==> config.mk <==
export PLATFORM = sky130hd
export DESIGN_NAME = gpib_remote_local_control
export DESIGN_NICKNAME = d
export VERILOG_FILES = /design/src/include/bus_ctrl_pkg.sv /design/src/logic/gpib_remote_local_control.sv /design/src/logic/pin_sync.sv
export SDC_FILE = /design/constraint.sdc
export NUM_CORES = 1
export LEC_CHECK = 0
export ABC_AREA = 1
export BUFFER_PORTS_ARGS = -buffer_cell sky130_fd_sc_hd__buf_2
export CORE_MARGIN = 5
export CORE_UTILIZATION = 40
export CTS_CLUSTER_SIZE = 25
export DETAILED_ROUTE_END_ITERATION = 16
export GPL_TIMING_DRIVEN = 0
export PLACE_DENSITY = 0.66
export SKIP_LAST_GASP = 1
export SLEW_MARGIN = 20
export SYNTH_ARGS = -nofsm -noshare
export SYNTH_HDL_FRONTEND = slang
export SYNTH_SLANG_ARGS = --single-unit
==> constraint.sdc <==
create_clock -name core_clk -period 3.85 [get_ports core_clk]
set_input_delay 0.77 -clock core_clk [delete_from_list [all_inputs] [get_ports core_clk]]
set_output_delay 0.77 -clock core_clk [all_outputs]
set_load 0.1 [all_outputs]
==> src/include/bus_ctrl_pkg.sv <==
package bus_ctrl_pkg;
	// Interface command byte codes, received with ATN asserted
	localparam logic [7:0] CMD_GTL = 8'h01;
	localparam logic [7:0] CMD_SDC = 8'h04;
	localparam logic [7:0] CMD_GET = 8'h08;
	localparam logic [7:0] CMD_LLO = 8'h11;
	localparam logic [7:0] CMD_DCL = 8'h14;
	localparam logic [7:0] CMD_UNL = 8'h3F;
	localparam logic [7:0] CMD_UNT = 8'h5F;
	// Address group decode
	localparam logic [2:0] GRP_LISTEN = 3'h1;
	localparam logic [2:0] GRP_TALK = 3'h2;
	localparam int GRP_HI = 7;
	localparam int GRP_LO = 5;
	localparam int ADDR_HI = 4;
	localparam logic [4:0] ADDR_DEFAULT = 5'h16;
	localparam logic [4:0] ADDR_MAX = 5'h1E;
	// Synchroniser stages on the bus pins; pin_sync fixes two stages and does not read this
	localparam int SYNC_STAGES = 2;
	// Remote/local states
	typedef enum logic [1:0] {
		ST_LOCAL = 2'b00,
		ST_REMOTE = 2'b01,
		ST_LOCKED = 2'b10
	} rl_state_t;
endpackage

==> src/logic/gpib_remote_local_control.sv <==
module gpib_remote_local_control (
	input wire logic core_clk,
	input wire logic sys_rst,
	input wire logic [7:0] bus_data,
	input wire logic bus_byte_valid,
	input wire logic atn,
	input wire logic ren,
	input wire logic ifc,
	input wire logic [4:0] cfg_addr,
	input wire logic cfg_addr_load,
	input wire logic one_shot_bus_trigger_mode,
	input wire logic [7:0] panel_keys,
	input wire logic local_key,
	output logic remote_lamp,
	output logic talk_lamp,
	output logic listen_lamp,
	output logic talk_enable,
	output logic [7:0] panel_keys_out,
	output logic restore_defaults,
	output logic start_conversion,
	output logic [4:0] primary_addr
);
	import bus_ctrl_pkg::*;

	////////////////////////////////////////////////////////////////
	// Pin synchronisers
	logic [11:0] pins_raw;
	logic [11:0] pins_sync;
	logic [7:0] s_data;
	logic s_valid;
	logic s_atn;
	logic s_ren;
	logic s_ifc;

	assign pins_raw = {bus_data, bus_byte_valid, atn, ren, ifc};

	pin_sync #(
		.WIDTH(12)
	) u_pin_sync (
		.core_clk(core_clk),
		.sys_rst(sys_rst),
		.async_in(pins_raw),
		.sync_out(pins_sync)
	);

	assign s_data = pins_sync[11:4];
	assign s_valid = pins_sync[3];
	assign s_atn = pins_sync[2];
	assign s_ren = pins_sync[1];
	assign s_ifc = pins_sync[0];

	////////////////////////////////////////////////////////////////
	// Byte strobe edge detect
	logic valid_d_ff;
	logic nxt_valid_d;
	logic cmd_take;

	always_comb begin
		nxt_valid_d = s_valid;
	end

	always_ff @(posedge core_clk) begin
		if (sys_rst) begin
			valid_d_ff <= 1'b0;
		end else begin
			valid_d_ff <= nxt_valid_d;
		end
	end

	assign cmd_take = s_valid && !valid_d_ff && s_atn;

	////////////////////////////////////////////////////////////////
	// Command byte decode
	logic hit_gtl;
	logic hit_sdc;
	logic hit_get;
	logic hit_llo;
	logic hit_dcl;
	logic hit_unl;
	logic hit_unt;

	assign hit_gtl = cmd_take && s_data == CMD_GTL;
	assign hit_sdc = cmd_take && s_data == CMD_SDC;
	assign hit_get = cmd_take && s_data == CMD_GET;
	assign hit_llo = cmd_take && s_data == CMD_LLO;
	assign hit_dcl = cmd_take && s_data == CMD_DCL;
	assign hit_unl = cmd_take && s_data == CMD_UNL;
	assign hit_unt = cmd_take && s_data == CMD_UNT;

	////////////////////////////////////////////////////////////////
	// Local key press detect
	logic key_d_ff;
	logic nxt_key_d;
	logic key_press;

	always_comb begin
		nxt_key_d = local_key;
	end

	always_ff @(posedge core_clk) begin
		if (sys_rst) begin
			key_d_ff <= 1'b0;
		end else begin
			key_d_ff <= nxt_key_d;
		end
	end

	assign key_press = local_key && !key_d_ff;

	////////////////////////////////////////////////////////////////
	// Addressed state and primary address
	logic [4:0] addr_ff;
	logic [4:0] nxt_addr;
	logic listen_ff;
	logic nxt_listen;
	logic talk_ff;
	logic nxt_talk;
	logic [2:0] grp;
	logic [4:0] byte_addr;
	logic is_my_listen;
	logic is_my_talk;

	assign grp = s_data[GRP_HI:GRP_LO];
	assign byte_addr = s_data[ADDR_HI:0];
	assign is_my_listen = cmd_take && grp == GRP_LISTEN && byte_addr == addr_ff;
	assign is_my_talk = cmd_take && grp == GRP_TALK && byte_addr == addr_ff;

	always_comb begin
		nxt_addr = addr_ff;
		nxt_listen = listen_ff;
		nxt_talk = talk_ff;
		if (cfg_addr_load && cfg_addr <= ADDR_MAX) begin
			nxt_addr = cfg_addr;
		end
		if (s_ifc) begin
			nxt_listen = 1'b0;
			nxt_talk = 1'b0;
		end else if (cmd_take) begin
			if (hit_unl) begin
				nxt_listen = 1'b0;
			end else if (hit_unt) begin
				nxt_talk = 1'b0;
			end else if (is_my_listen) begin
				nxt_listen = 1'b1;
				nxt_talk = 1'b0;
			end else if (is_my_talk) begin
				nxt_talk = 1'b1;
				nxt_listen = 1'b0;
			end else if (grp == GRP_TALK) begin
				nxt_talk = 1'b0;
			end
		end
	end

	always_ff @(posedge core_clk) begin
		if (sys_rst) begin
			addr_ff <= ADDR_DEFAULT;
			listen_ff <= 1'b0;
			talk_ff <= 1'b0;
		end else begin
			addr_ff <= nxt_addr;
			listen_ff <= nxt_listen;
			talk_ff <= nxt_talk;
		end
	end

	////////////////////////////////////////////////////////////////
	// Remote / local state machine
	rl_state_t rl_ff;
	rl_state_t nxt_rl;
	logic llo_ff;
	logic nxt_llo;
	logic gtl_hit;

	assign gtl_hit = hit_gtl && listen_ff;

	always_comb begin
		nxt_rl = rl_ff;
		nxt_llo = llo_ff;
		if (hit_llo) begin
			nxt_llo = 1'b1;
		end
		if (!s_ren) begin
			nxt_llo = 1'b0;
			nxt_rl = ST_LOCAL;
		end else begin
			case (rl_ff)
				ST_LOCAL: begin
					if (is_my_listen) begin
						nxt_rl = (llo_ff || nxt_llo) ? ST_LOCKED : ST_REMOTE;
					end
				end
				ST_REMOTE: begin
					if (gtl_hit) begin
						nxt_rl = ST_LOCAL;
					end else if (nxt_llo) begin
						nxt_rl = ST_LOCKED;
					end else if (key_press) begin
						nxt_rl = ST_LOCAL;
					end
				end
				ST_LOCKED: begin
					if (gtl_hit) begin
						nxt_rl = ST_LOCAL;
					end
				end
				default: begin
					nxt_rl = ST_LOCAL;
				end
			endcase
		end
	end

	always_ff @(posedge core_clk) begin
		if (sys_rst) begin
			rl_ff <= ST_LOCAL;
			llo_ff <= 1'b0;
		end else begin
			rl_ff <= nxt_rl;
			llo_ff <= nxt_llo;
		end
	end

	////////////////////////////////////////////////////////////////
	// Panel key gating, one gate per key
	logic panel_open;
	logic [7:0] keys_gated;

	assign panel_open = nxt_rl == ST_LOCAL;

	for (genvar k = 0; k < 8; k++) begin : g_key_gate
		assign keys_gated[k] = panel_keys[k] && panel_open;
	end

	////////////////////////////////////////////////////////////////
	// Clear and trigger pulses, registered outputs
	logic nxt_remote_lamp;
	logic [7:0] nxt_panel_keys_out;
	logic nxt_restore_defaults;
	logic nxt_start_conversion;

	always_comb begin
		nxt_remote_lamp = nxt_rl != ST_LOCAL;
		nxt_panel_keys_out = keys_gated;
		nxt_restore_defaults = hit_dcl;
		if (hit_sdc && listen_ff) begin
			nxt_restore_defaults = 1'b1;
		end
		nxt_start_conversion = hit_get && listen_ff && one_shot_bus_trigger_mode;
	end

	always_ff @(posedge core_clk) begin
		if (sys_rst) begin
			remote_lamp <= 1'b0;
			talk_lamp <= 1'b0;
			listen_lamp <= 1'b0;
			talk_enable <= 1'b0;
			panel_keys_out <= 8'h00;
			restore_defaults <= 1'b0;
			start_conversion <= 1'b0;
			primary_addr <= ADDR_DEFAULT;
		end else begin
			remote_lamp <= nxt_remote_lamp;
			talk_lamp <= nxt_talk;
			listen_lamp <= nxt_listen;
			talk_enable <= nxt_talk;
			panel_keys_out <= nxt_panel_keys_out;
			restore_defaults <= nxt_restore_defaults;
			start_conversion <= nxt_start_conversion;
			primary_addr <= nxt_addr;
		end
	end
endmodule // gpib_remote_local_control

==> src/logic/pin_sync.sv <==
module pin_sync #(
	parameter int WIDTH = 1
) (
	input wire logic core_clk,
	input wire logic sys_rst,
	input wire logic [WIDTH-1:0] async_in,
	output logic [WIDTH-1:0] sync_out
);
	logic [WIDTH-1:0] stage1_ff;
	logic [WIDTH-1:0] stage2_ff;
	logic [WIDTH-1:0] nxt_stage1;
	logic [WIDTH-1:0] nxt_stage2;

	////////////////////////////////////////////////////////////////
	// Two flip-flop synchroniser
	always_comb begin
		nxt_stage1 = async_in;
		nxt_stage2 = stage1_ff;
	end

	always_ff @(posedge core_clk) begin
		if (sys_rst) begin
			stage1_ff <= '0;
			stage2_ff <= '0;
		end else begin
			stage1_ff <= nxt_stage1;
			stage2_ff <= nxt_stage2;
		end
	end

	assign sync_out = stage2_ff;
endmodule // pin_sync

# Word-level counts from Yosys, hierarchy flattened

Index checks and enable logic that the tools add are counted.

Logic and storage cells: 86
Bits in registers: 47

Bitwise gates (word level): 2
Reductions and logical operators: 39
$lt $le $gt $ge: 1
Equality and inequality tests: 13
Muxes and demuxes: 18

Operators by type and width:

| cell                                                             | count |
|---|---|
| 1-bit logical AND                                                | 27 |
| 8-bit by 5-bit == test with 1-bit output (second input constant) | 2 |
| 2-bit two-way mux                                                | 7 |
| 1-bit two-way mux                                                | 10 |
| 8-bit by 1-bit == test with 1-bit output (second input constant) | 1 |
| 8-bit by 3-bit == test with 1-bit output (second input constant) | 1 |
| 8-bit by 4-bit == test with 1-bit output (second input constant) | 1 |
| 8-bit by 6-bit == test with 1-bit output (second input constant) | 1 |
| 8-bit by 7-bit == test with 1-bit output (second input constant) | 1 |
| 2-bit case mux with 3 select lines                               | 1 |
| 3-bit AND reduction                                              | 2 |
| 5-bit == test                                                    | 1 |
| 5-bit <= comparator (second input constant)                      | 1 |
| 2-bit logical NOT                                                | 2 |
| 4-bit nonzero test                                               | 1 |
| 2-bit OR reduction                                               | 2 |
| 3-bit by 1-bit == test with 1-bit output (second input constant) | 1 |
| 3-bit by 2-bit == test with 1-bit output (second input constant) | 1 |
| 3-bit nonzero test                                               | 1 |
| 2-bit by 1-bit == test with 1-bit output (second input constant) | 1 |
| 2-bit == test (second input constant)                            | 1 |
| 1-bit logical NOT                                                | 2 |
| 2-bit inequality test (second input constant)                    | 1 |
| 1-bit NOT                                                        | 2 |
| other kinds (2)                                                  | 2 |

# Depth between registers and ports, before layout

Gate-level depths: netlist of the first run.

Word-level depth: 12
Depth in mapped cells: 10
Gate-level depth less buffers: 10

# Cells and area by module

A second synthesis of the first run with hierarchy kept.

Cell total of the unflattened synthesis: 238
Area total of the unflattened synthesis: 1,775.5 um^2

By module, submodules not included:

| module                    | area an instance (um^2) | times used | sequential area each (um^2) | cells each |
|---|---|---|---|---|
| gpib_remote_local_control | 1,092.3                 | 1          | 460.4                       | 164 |
| pin_sync                  | 683.2                   | 1          | 480.5                       | 74 |

# Least setup slack after synthesis of the first run

Ideal clock, no wire load.

Path type: register -> output
Start: reg talk_enable (netlist name)
End: out talk_lamp
Required time: 3.080 ns
Cell stages (with the launch flop): 2
Arrival: 1.374 ns
Setup slack: 1.706 ns
Path buffers: 1
Cell sequence: dfxtp_1 > buf_4

RTL lines:

| what             | RTL line                        | text |
|---|---|---|
| end: declaration | gpib_remote_local_control.sv:15 | `output logic talk_lamp,` |

==> qor.csv, run 1 <==
metric,value,unit
"Period Utilization, post-route",0.501,
top post-synthesis cells by area,"dfxtp_1 53%, nor2_1 8.7%, inv_1 8.3%",
Via Count,1388,
Synth Net Count,251,
YS warnings,0,
worst hold endpoint,u_pin_sync.sync_out[10]$_SDFF_PP0_,
Worst-Skew Late Latency,0.29,ns
Post-synth EDFFs,0,
kind of critical path,flop to output port,
r2r setup slk,2.45,ns
Area Overhead vs Synth,21.4,%
CTS H-Tree Depth,2,
register bit total from synthesis,47,
DRT Pass-1 Iters,4,
hold_ws,0.397,ns
max_cap viols,0,
Initial Util,0.407,
Setup Viol. Count Final,0,
Synth Instances,221,
PwrDens,429,nW/um2
element type at the critical path end,output port,
area occupied by multi-input gates,644,um2
CTS-repair resized insts,0,
worst-margin pin slew,0.498,ns
CP max FO,3,
pin count of the biggest net entering global routing,13,
RR Endpoint,panel_keys_out[7]$_SDFF_PP0_,
global-route wire length before repair,5320,um
vias in the first global route,1218,
Worst Hold Launch,u_pin_sync.nxt_stage2[10]$_SDFF_PP0_,
remaining global-route overflow,0,
GRT Util Overall,0.112,
crit path launch type,flop,
Num CTS Buffers,5,
clock slew at reported path FFs,0.08,ns
worst hold stages,2,
Leak,1.05,nW
highest clock rate,519,MHz
Root Buffer,clkbuf_8,
clock tree buffer depth,2,
core box area,4320,um2
# DRC,0,
Die H,76.4,um
share of layout cells above drive strength 1,0.287,
"area leader, netlist",dfxtp_1,
r2r startpoint,u_pin_sync.sync_out[5]$_SDFF_PP0_,
initial antenna violation count,0,
Yosys top cell area share,0.534,
Die X,76.4,um
Post-CTS Setup Bufs,0,
fillcell total,464,
Final Hold Viols,0,
maximum vdd drop,227,uV
worst path arrival time,1.16,ns
synth cell count leaders,"47 x dfxtp_1, 41 x nor2_1, 39 x inv_1",
GP Congestion,0.838,
Detailed Route Iter0 Violations,79,
WL final,3190,um
status,completed,
Die Area,5830,um2
TritonCTS clock tree,yes,
min cycle time layout,1.93,ns
Yosys cell types,25,
Final nets,306,
FP Rows,24,
utilization after layout,0.495,
Worst slew margin,0.671,
Reg2Reg Depth,8,
I/O pin cnt,49,
most common cell in the netlist,dfxtp_1,
"Slew Viols, Final",0,
Sum Neg Setup Slack,0,ns
synthesized area,1760,um2
critical path required time,3.08,ns
Clock Sinks,47,
hold crit path type,flop to flop,
# diodes,0,
post-detailed-route count of antenna-violating nets,0,
HPWL Detailed,2530,um
DR WL/cell,9.75,um
IO Port Bufs,48,
# hold bufs at CTS,0,
via/cell ratio,4.24,
register area share after synthesis,0.534,
Reg area,941,um2
Async SR Flop Fraction,0,
Avg Inst Size Synth,7.97,um2
RSZ-0062 raised after global routing,no,
Clock Skews,0.00620,ns
ys flop type,dfxtp_1,
[layout by cell type, fill, tap and decap left out]
| cell | synthesis | layout |
|---|---|---|
| xnor2_1 | 2 | 2 |
| nor4_1 | 1 | 1 |
| a211oi_1 | 1 | 1 |
| clkbuf_1 | 3 | 4 |
| nand3b_1 | 1 | 1 |
| nand3_4 | 1 | 1 |
| nand2_1 | 31 | 31 |
| nand2_4 | 1 | 1 |
| clkbuf_8 | 0 | 5 |
| nand3_1 | 13 | 13 |
| nor3_1 | 2 | 2 |
| nand4_1 | 4 | 4 |
| a21oi_2 | 1 | 1 |
| xor2_1 | 3 | 3 |
| buf_2 | 0 | 48 |
| nand2_2 | 3 | 3 |
| nor2_2 | 14 | 14 |
| buf_4 | 1 | 1 |
| inv_1 | 39 | 39 |
| nor2_1 | 41 | 41 |
| dfxtp_1 | 47 | 47 |
| a21oi_1 | 4 | 4 |
| inv_2 | 2 | 2 |
| o211ai_2 | 1 | 1 |
| nor2_4 | 2 | 2 |
| buf_1 | 1 | 1 |
| o21ai_0 | 2 | 2 |
[critical path, stage by stage, from the launching register on]
cell     delay, ns
dfxtp_1       0.35
buf_4         0.11
buf_2         0.41
[per-layer routing]
| metal | wire length (um) | global-route usage | up-vias |
|---|---|---|---|
| met5 | 0 | 0 | - |
| met4 | 53 | 0.0420 | 0 |
| met3 | 185 | 0.0437 | 6 |
| met2 | 1560 | 0.180 | 25 |
| met1 | 1390 | 0.134 | 589 |
| li1 | - | - | 768 |
[area by class of cell]
| cell class | count | area share |
|---|---|---|
| sequential | 47 | 0.440 |
| multi-input combinational | 128 | 0.301 |
| timing repair buffer | 48 | 0.112 |
| inverter | 41 | 0.0719 |
| clock buffer | 6 | 0.0339 |
| tap | 52 | 0.0304 |
| buffer | 5 | 0.0105 |
[power by group]
group / leakage, nW / internal (W) / switching (W)
sequential: 0.388 / 0.000507 / 0.0000114
clock: 0.0371 / 0.000121 / 0.000146
combinational: 0.628 / 0.0000341 / 0.0000981
[through the flow]
stage | cells | area (um2) | setup slack, ns | power [W]
6_report | 327 | 2140 | 1.92 | 0.000917
5_1_grt | 327 | 2140 | 1.84 | 0.000960
4_1_cts | 327 | 2140 | 1.90 | 0.000930
3_5_place_dp | 321 | 2070 | 1.99 | 0.000663
3_3_place_gp | 321 | 2070 | 1.99 | 0.000662
2_1_floorplan | 221 | 1760 | 1.71 | 0.000630
[cells by family after synthesis]
logic type,Yosys count,share of synthesized area
compound gates,9,0.0334
xor+xnor,5,0.0249
buf+inv,46,0.100
flops,47,0.534
simple gates,114,0.308
[how the worst max path moves through the flow]
stage | cells after the start | slack, ns | startpoint | to
6_report | 2 | 1.92 | talk_enable$_SDFFE_PP0P_ | talk_lamp
5_1_grt | 2 | 1.84 | talk_enable$_SDFFE_PP0P_ | talk_lamp
4_1_cts | 2 | 1.90 | talk_enable$_SDFFE_PP0P_ | talk_lamp
3_5_place_dp | 4 | 1.99 | sys_rst | u_pin_sync.sync_out[7]$_SDFF_PP0_
3_3_place_gp | 4 | 1.99 | sys_rst | u_pin_sync.sync_out[7]$_SDFF_PP0_
2_1_floorplan | 1 | 1.71 | talk_enable$_SDFFE_PP0P_ | talk_lamp
[sequential cells by signal, indices dropped and copies added, names as in the netlist, 2 cells and up]
name                   flops
u_pin_sync.sync_out       12
rl_ff                      2
panel_keys_out             8
u_pin_sync.nxt_stage2     12
primary_addr               5
Note: power is estimated with default switching activity, not from simulation.
==> run 2, diff against run 1 <==
- PLACE_DENSITY: 0.66 -> 0.68
- clock period: 3.85 -> 1.6 ns (I/O delays scaled with it)
==> qor.csv, run 2 (synthesized netlist as in run 1, its figures left out) <==
metric,value,unit,change
status,completed,,unchanged
crit path launch type,flop,,unchanged
kind of critical path,flop to output port,,unchanged
HPWL Detailed,2520,um,was 2530 um
Final Hold Viols,0,,unchanged
post-detailed-route count of antenna-violating nets,0,,unchanged
Post-Place Cells,321,,unchanged
WL final,3170,um,was 3190 um
Worst slew margin,0.675,,was 0.671
wl on met1,1310,um,was 1390 um
"commonest non-fill, non-tap cell in the layout",buf_2,,unchanged
I/O pin cnt,49,,unchanged
PwrDens,1090,nW/um2,was 429 nW/um2
GP Congestion,0.885,,was 0.838
Detailed Route Iter0 Violations,58,,was 79
vias in the first global route,1289,,was 1218
Via Count,1395,,was 1388
RR Endpoint,panel_keys_out[1]$_SDFF_PP0_,,was panel_keys_out[7]$_SDFF_PP0_
CTS H-Tree Depth,2,,unchanged
Area Overhead vs Synth,23.7,%,was 21.4%
max_cap viols,0,,unchanged
Sum Neg Setup Slack,0,ns,unchanged
share of layout cells above drive strength 1,0.315,,was 0.287
share of power burned in registers,0.527,,was 0.565
Leak,1.07,nW,was 1.05 nW
Die X,76.4,um,unchanged
DR WL/cell,9.67,um,was 9.75 um
NetSw,0.000608,W,was 0.000255 W
GRT Util Overall,0.112,,about the same
critical path required time,1.28,ns,was 3.08 ns
# hold bufs at CTS,0,,unchanged
maximum vdd drop,563,uV,was 227 uV
worst path arrival time,1.13,ns,was 1.16 ns
Die Area,5830,um2,unchanged
# DRC,0,,unchanged
via/cell ratio,4.25,,was 4.24
Setup crit start,talk_enable$_SDFFE_PP0P_,,unchanged
min cycle time layout,1.45,ns,
Clock Sinks,47,,unchanged
Reg2Reg Depth,8,,unchanged
Top Metal Used,met4,,unchanged
CP max FO,3,,unchanged
highest clock rate,691,MHz,
DRT Pass-1 Iters,4,,unchanged
Setup crit end,talk_lamp,,unchanged
element type at the critical path end,output port,,unchanged
Post-Layout Cell Count,328,,was 327
# diodes,0,,unchanged
Clk network pwr share,0.338,,was 0.291
core box area,4320,um2,unchanged
Internal Power,0.00176,W,was 0.000662 W
CTS-repair resized insts,0,,unchanged
Root Buffer,clkbuf_8,,unchanged
clock slew at reported path FFs,0.08,ns,about the same
Clock Skews,0.00754,ns,was 0.00620 ns
clock tree buffer depth,2,,unchanged
RSZ-0062 raised after global routing,no,,unchanged
FP Rows,24,,unchanged
Worst Hold Launch,bus_data[4],,was u_pin_sync.nxt_stage2[10]$_SDFF_PP0_
most frequent cells in the layout,"48 x buf_2, 41 x nor2_1, 40 x dfxtp_1, 39 x inv_1, 31 x nand2_1",,"was 48 x buf_2, 47 x dfxtp_1, 41 x nor2_1, 39 x inv_1, 31 x nand2_1"
Setup Viol. Count Final,0,,unchanged
IO Port Bufs,48,,unchanged
Num CTS Buffers,5,,unchanged
Comb pwr share,0.135,,was 0.144
Final nets,306,,unchanged
worst-margin pin slew,0.491,ns,was 0.498 ns
initial antenna violation count,0,,unchanged
Post-CTS Setup Bufs,0,,unchanged
global-route wire length before repair,5350,um,was 5320 um
sw frac,0.257,,was 0.278
remaining global-route overflow,0,,unchanged
pin count of the biggest net entering global routing,14,,was 13
fillcell total,438,,was 464
"Slew Viols, Final",0,,unchanged
Die H,76.4,um,unchanged
metal3 WL,181,um,was 185 um
"Period Utilization, post-route",0.904,,
TritonCTS clock tree,yes,,unchanged
Worst-Skew Late Latency,0.28,ns,was 0.29 ns
Initial Util,0.407,,unchanged
r2r startpoint,u_pin_sync.sync_out[5]$_SDFF_PP0_,,unchanged
met2 wire len,1640,um,was 1560 um
hold crit path type,input pin to flop,,was flop to flop
r2r setup slk,0.20,ns,was 2.45 ns
## run 2: cell types whose count changed in the layout (fill, tap and decap cells not counted)
cell       previous run  this run
dfxtp_1              47        40
dfxtp_2               0         7
bufinv_16             0         1
## run 2: worst max-delay path, cell delays in order (launching register included)
cell and delay, ns:
dfxtp_2 0.34, buf_4 0.09, buf_2 0.41
## run 2: per-stage QoR
step	util	hold WS, ns	area, um2	setup slack [ns]	power [W]
after global placement	0.480	0.390	2080	0.200	0.00159
after floorplan	-	0.388	1770	0.0379	0.00152
final	0.504	0.231	2180	0.153	0.00237
after global routing	0.504	0.227	2180	0.0882	0.00248
after CTS	0.504	0.224	2180	0.137	0.00241
after detailed placement	0.480	0.395	2080	0.174	0.00160
## run 2: area by class of cell
type	instances	area (um2)	area share
Sequential cell	47	950	0.436
Multi-Input combinational cell	128	644	0.296
Timing Repair Buffer	48	240	0.110
Inverter	41	154	0.0706
Clock buffer	6	72.6	0.0333
Tap cell	52	65.1	0.0299
Clock inverter	1	30.0	0.0138
Buffer	5	22.5	0.0103
## run 2: how the worst min path moves through the flow
stage,end,slack [ns],cells after the start
5_1_grt,u_pin_sync.nxt_stage2[4]$_SDFF_PP0_,0.23,3
2_1_floorplan,u_pin_sync.sync_out[0]$_SDFF_PP0_,0.39,2
3_3_place_gp,u_pin_sync.sync_out[9]$_SDFF_PP0_,0.39,2
6_report,u_pin_sync.nxt_stage2[8]$_SDFF_PP0_,0.23,3
3_5_place_dp,u_pin_sync.sync_out[2]$_SDFF_PP0_,0.39,2
4_1_cts,u_pin_sync.nxt_stage2[2]$_SDFF_PP0_,0.22,3
## run 2: metal layers
layer,up-vias,global-route usage
li1,768,-
met1,591,0.120
met2,32,0.198
met3,4,0.0426
met4,0,0.0385
met5,-,0
## run 2: power groups by stage
stage	Combinational, W	Sequential, W	Clock, W
final	0.000319	0.00125	0.000802
after global routing	0.000345	0.00126	0.000880
after CTS	0.000323	0.00125	0.000834
after detailed placement	0.000321	0.00128	0
after global placement	0.000318	0.00128	0
after floorplan	0.000101	0.00142	0
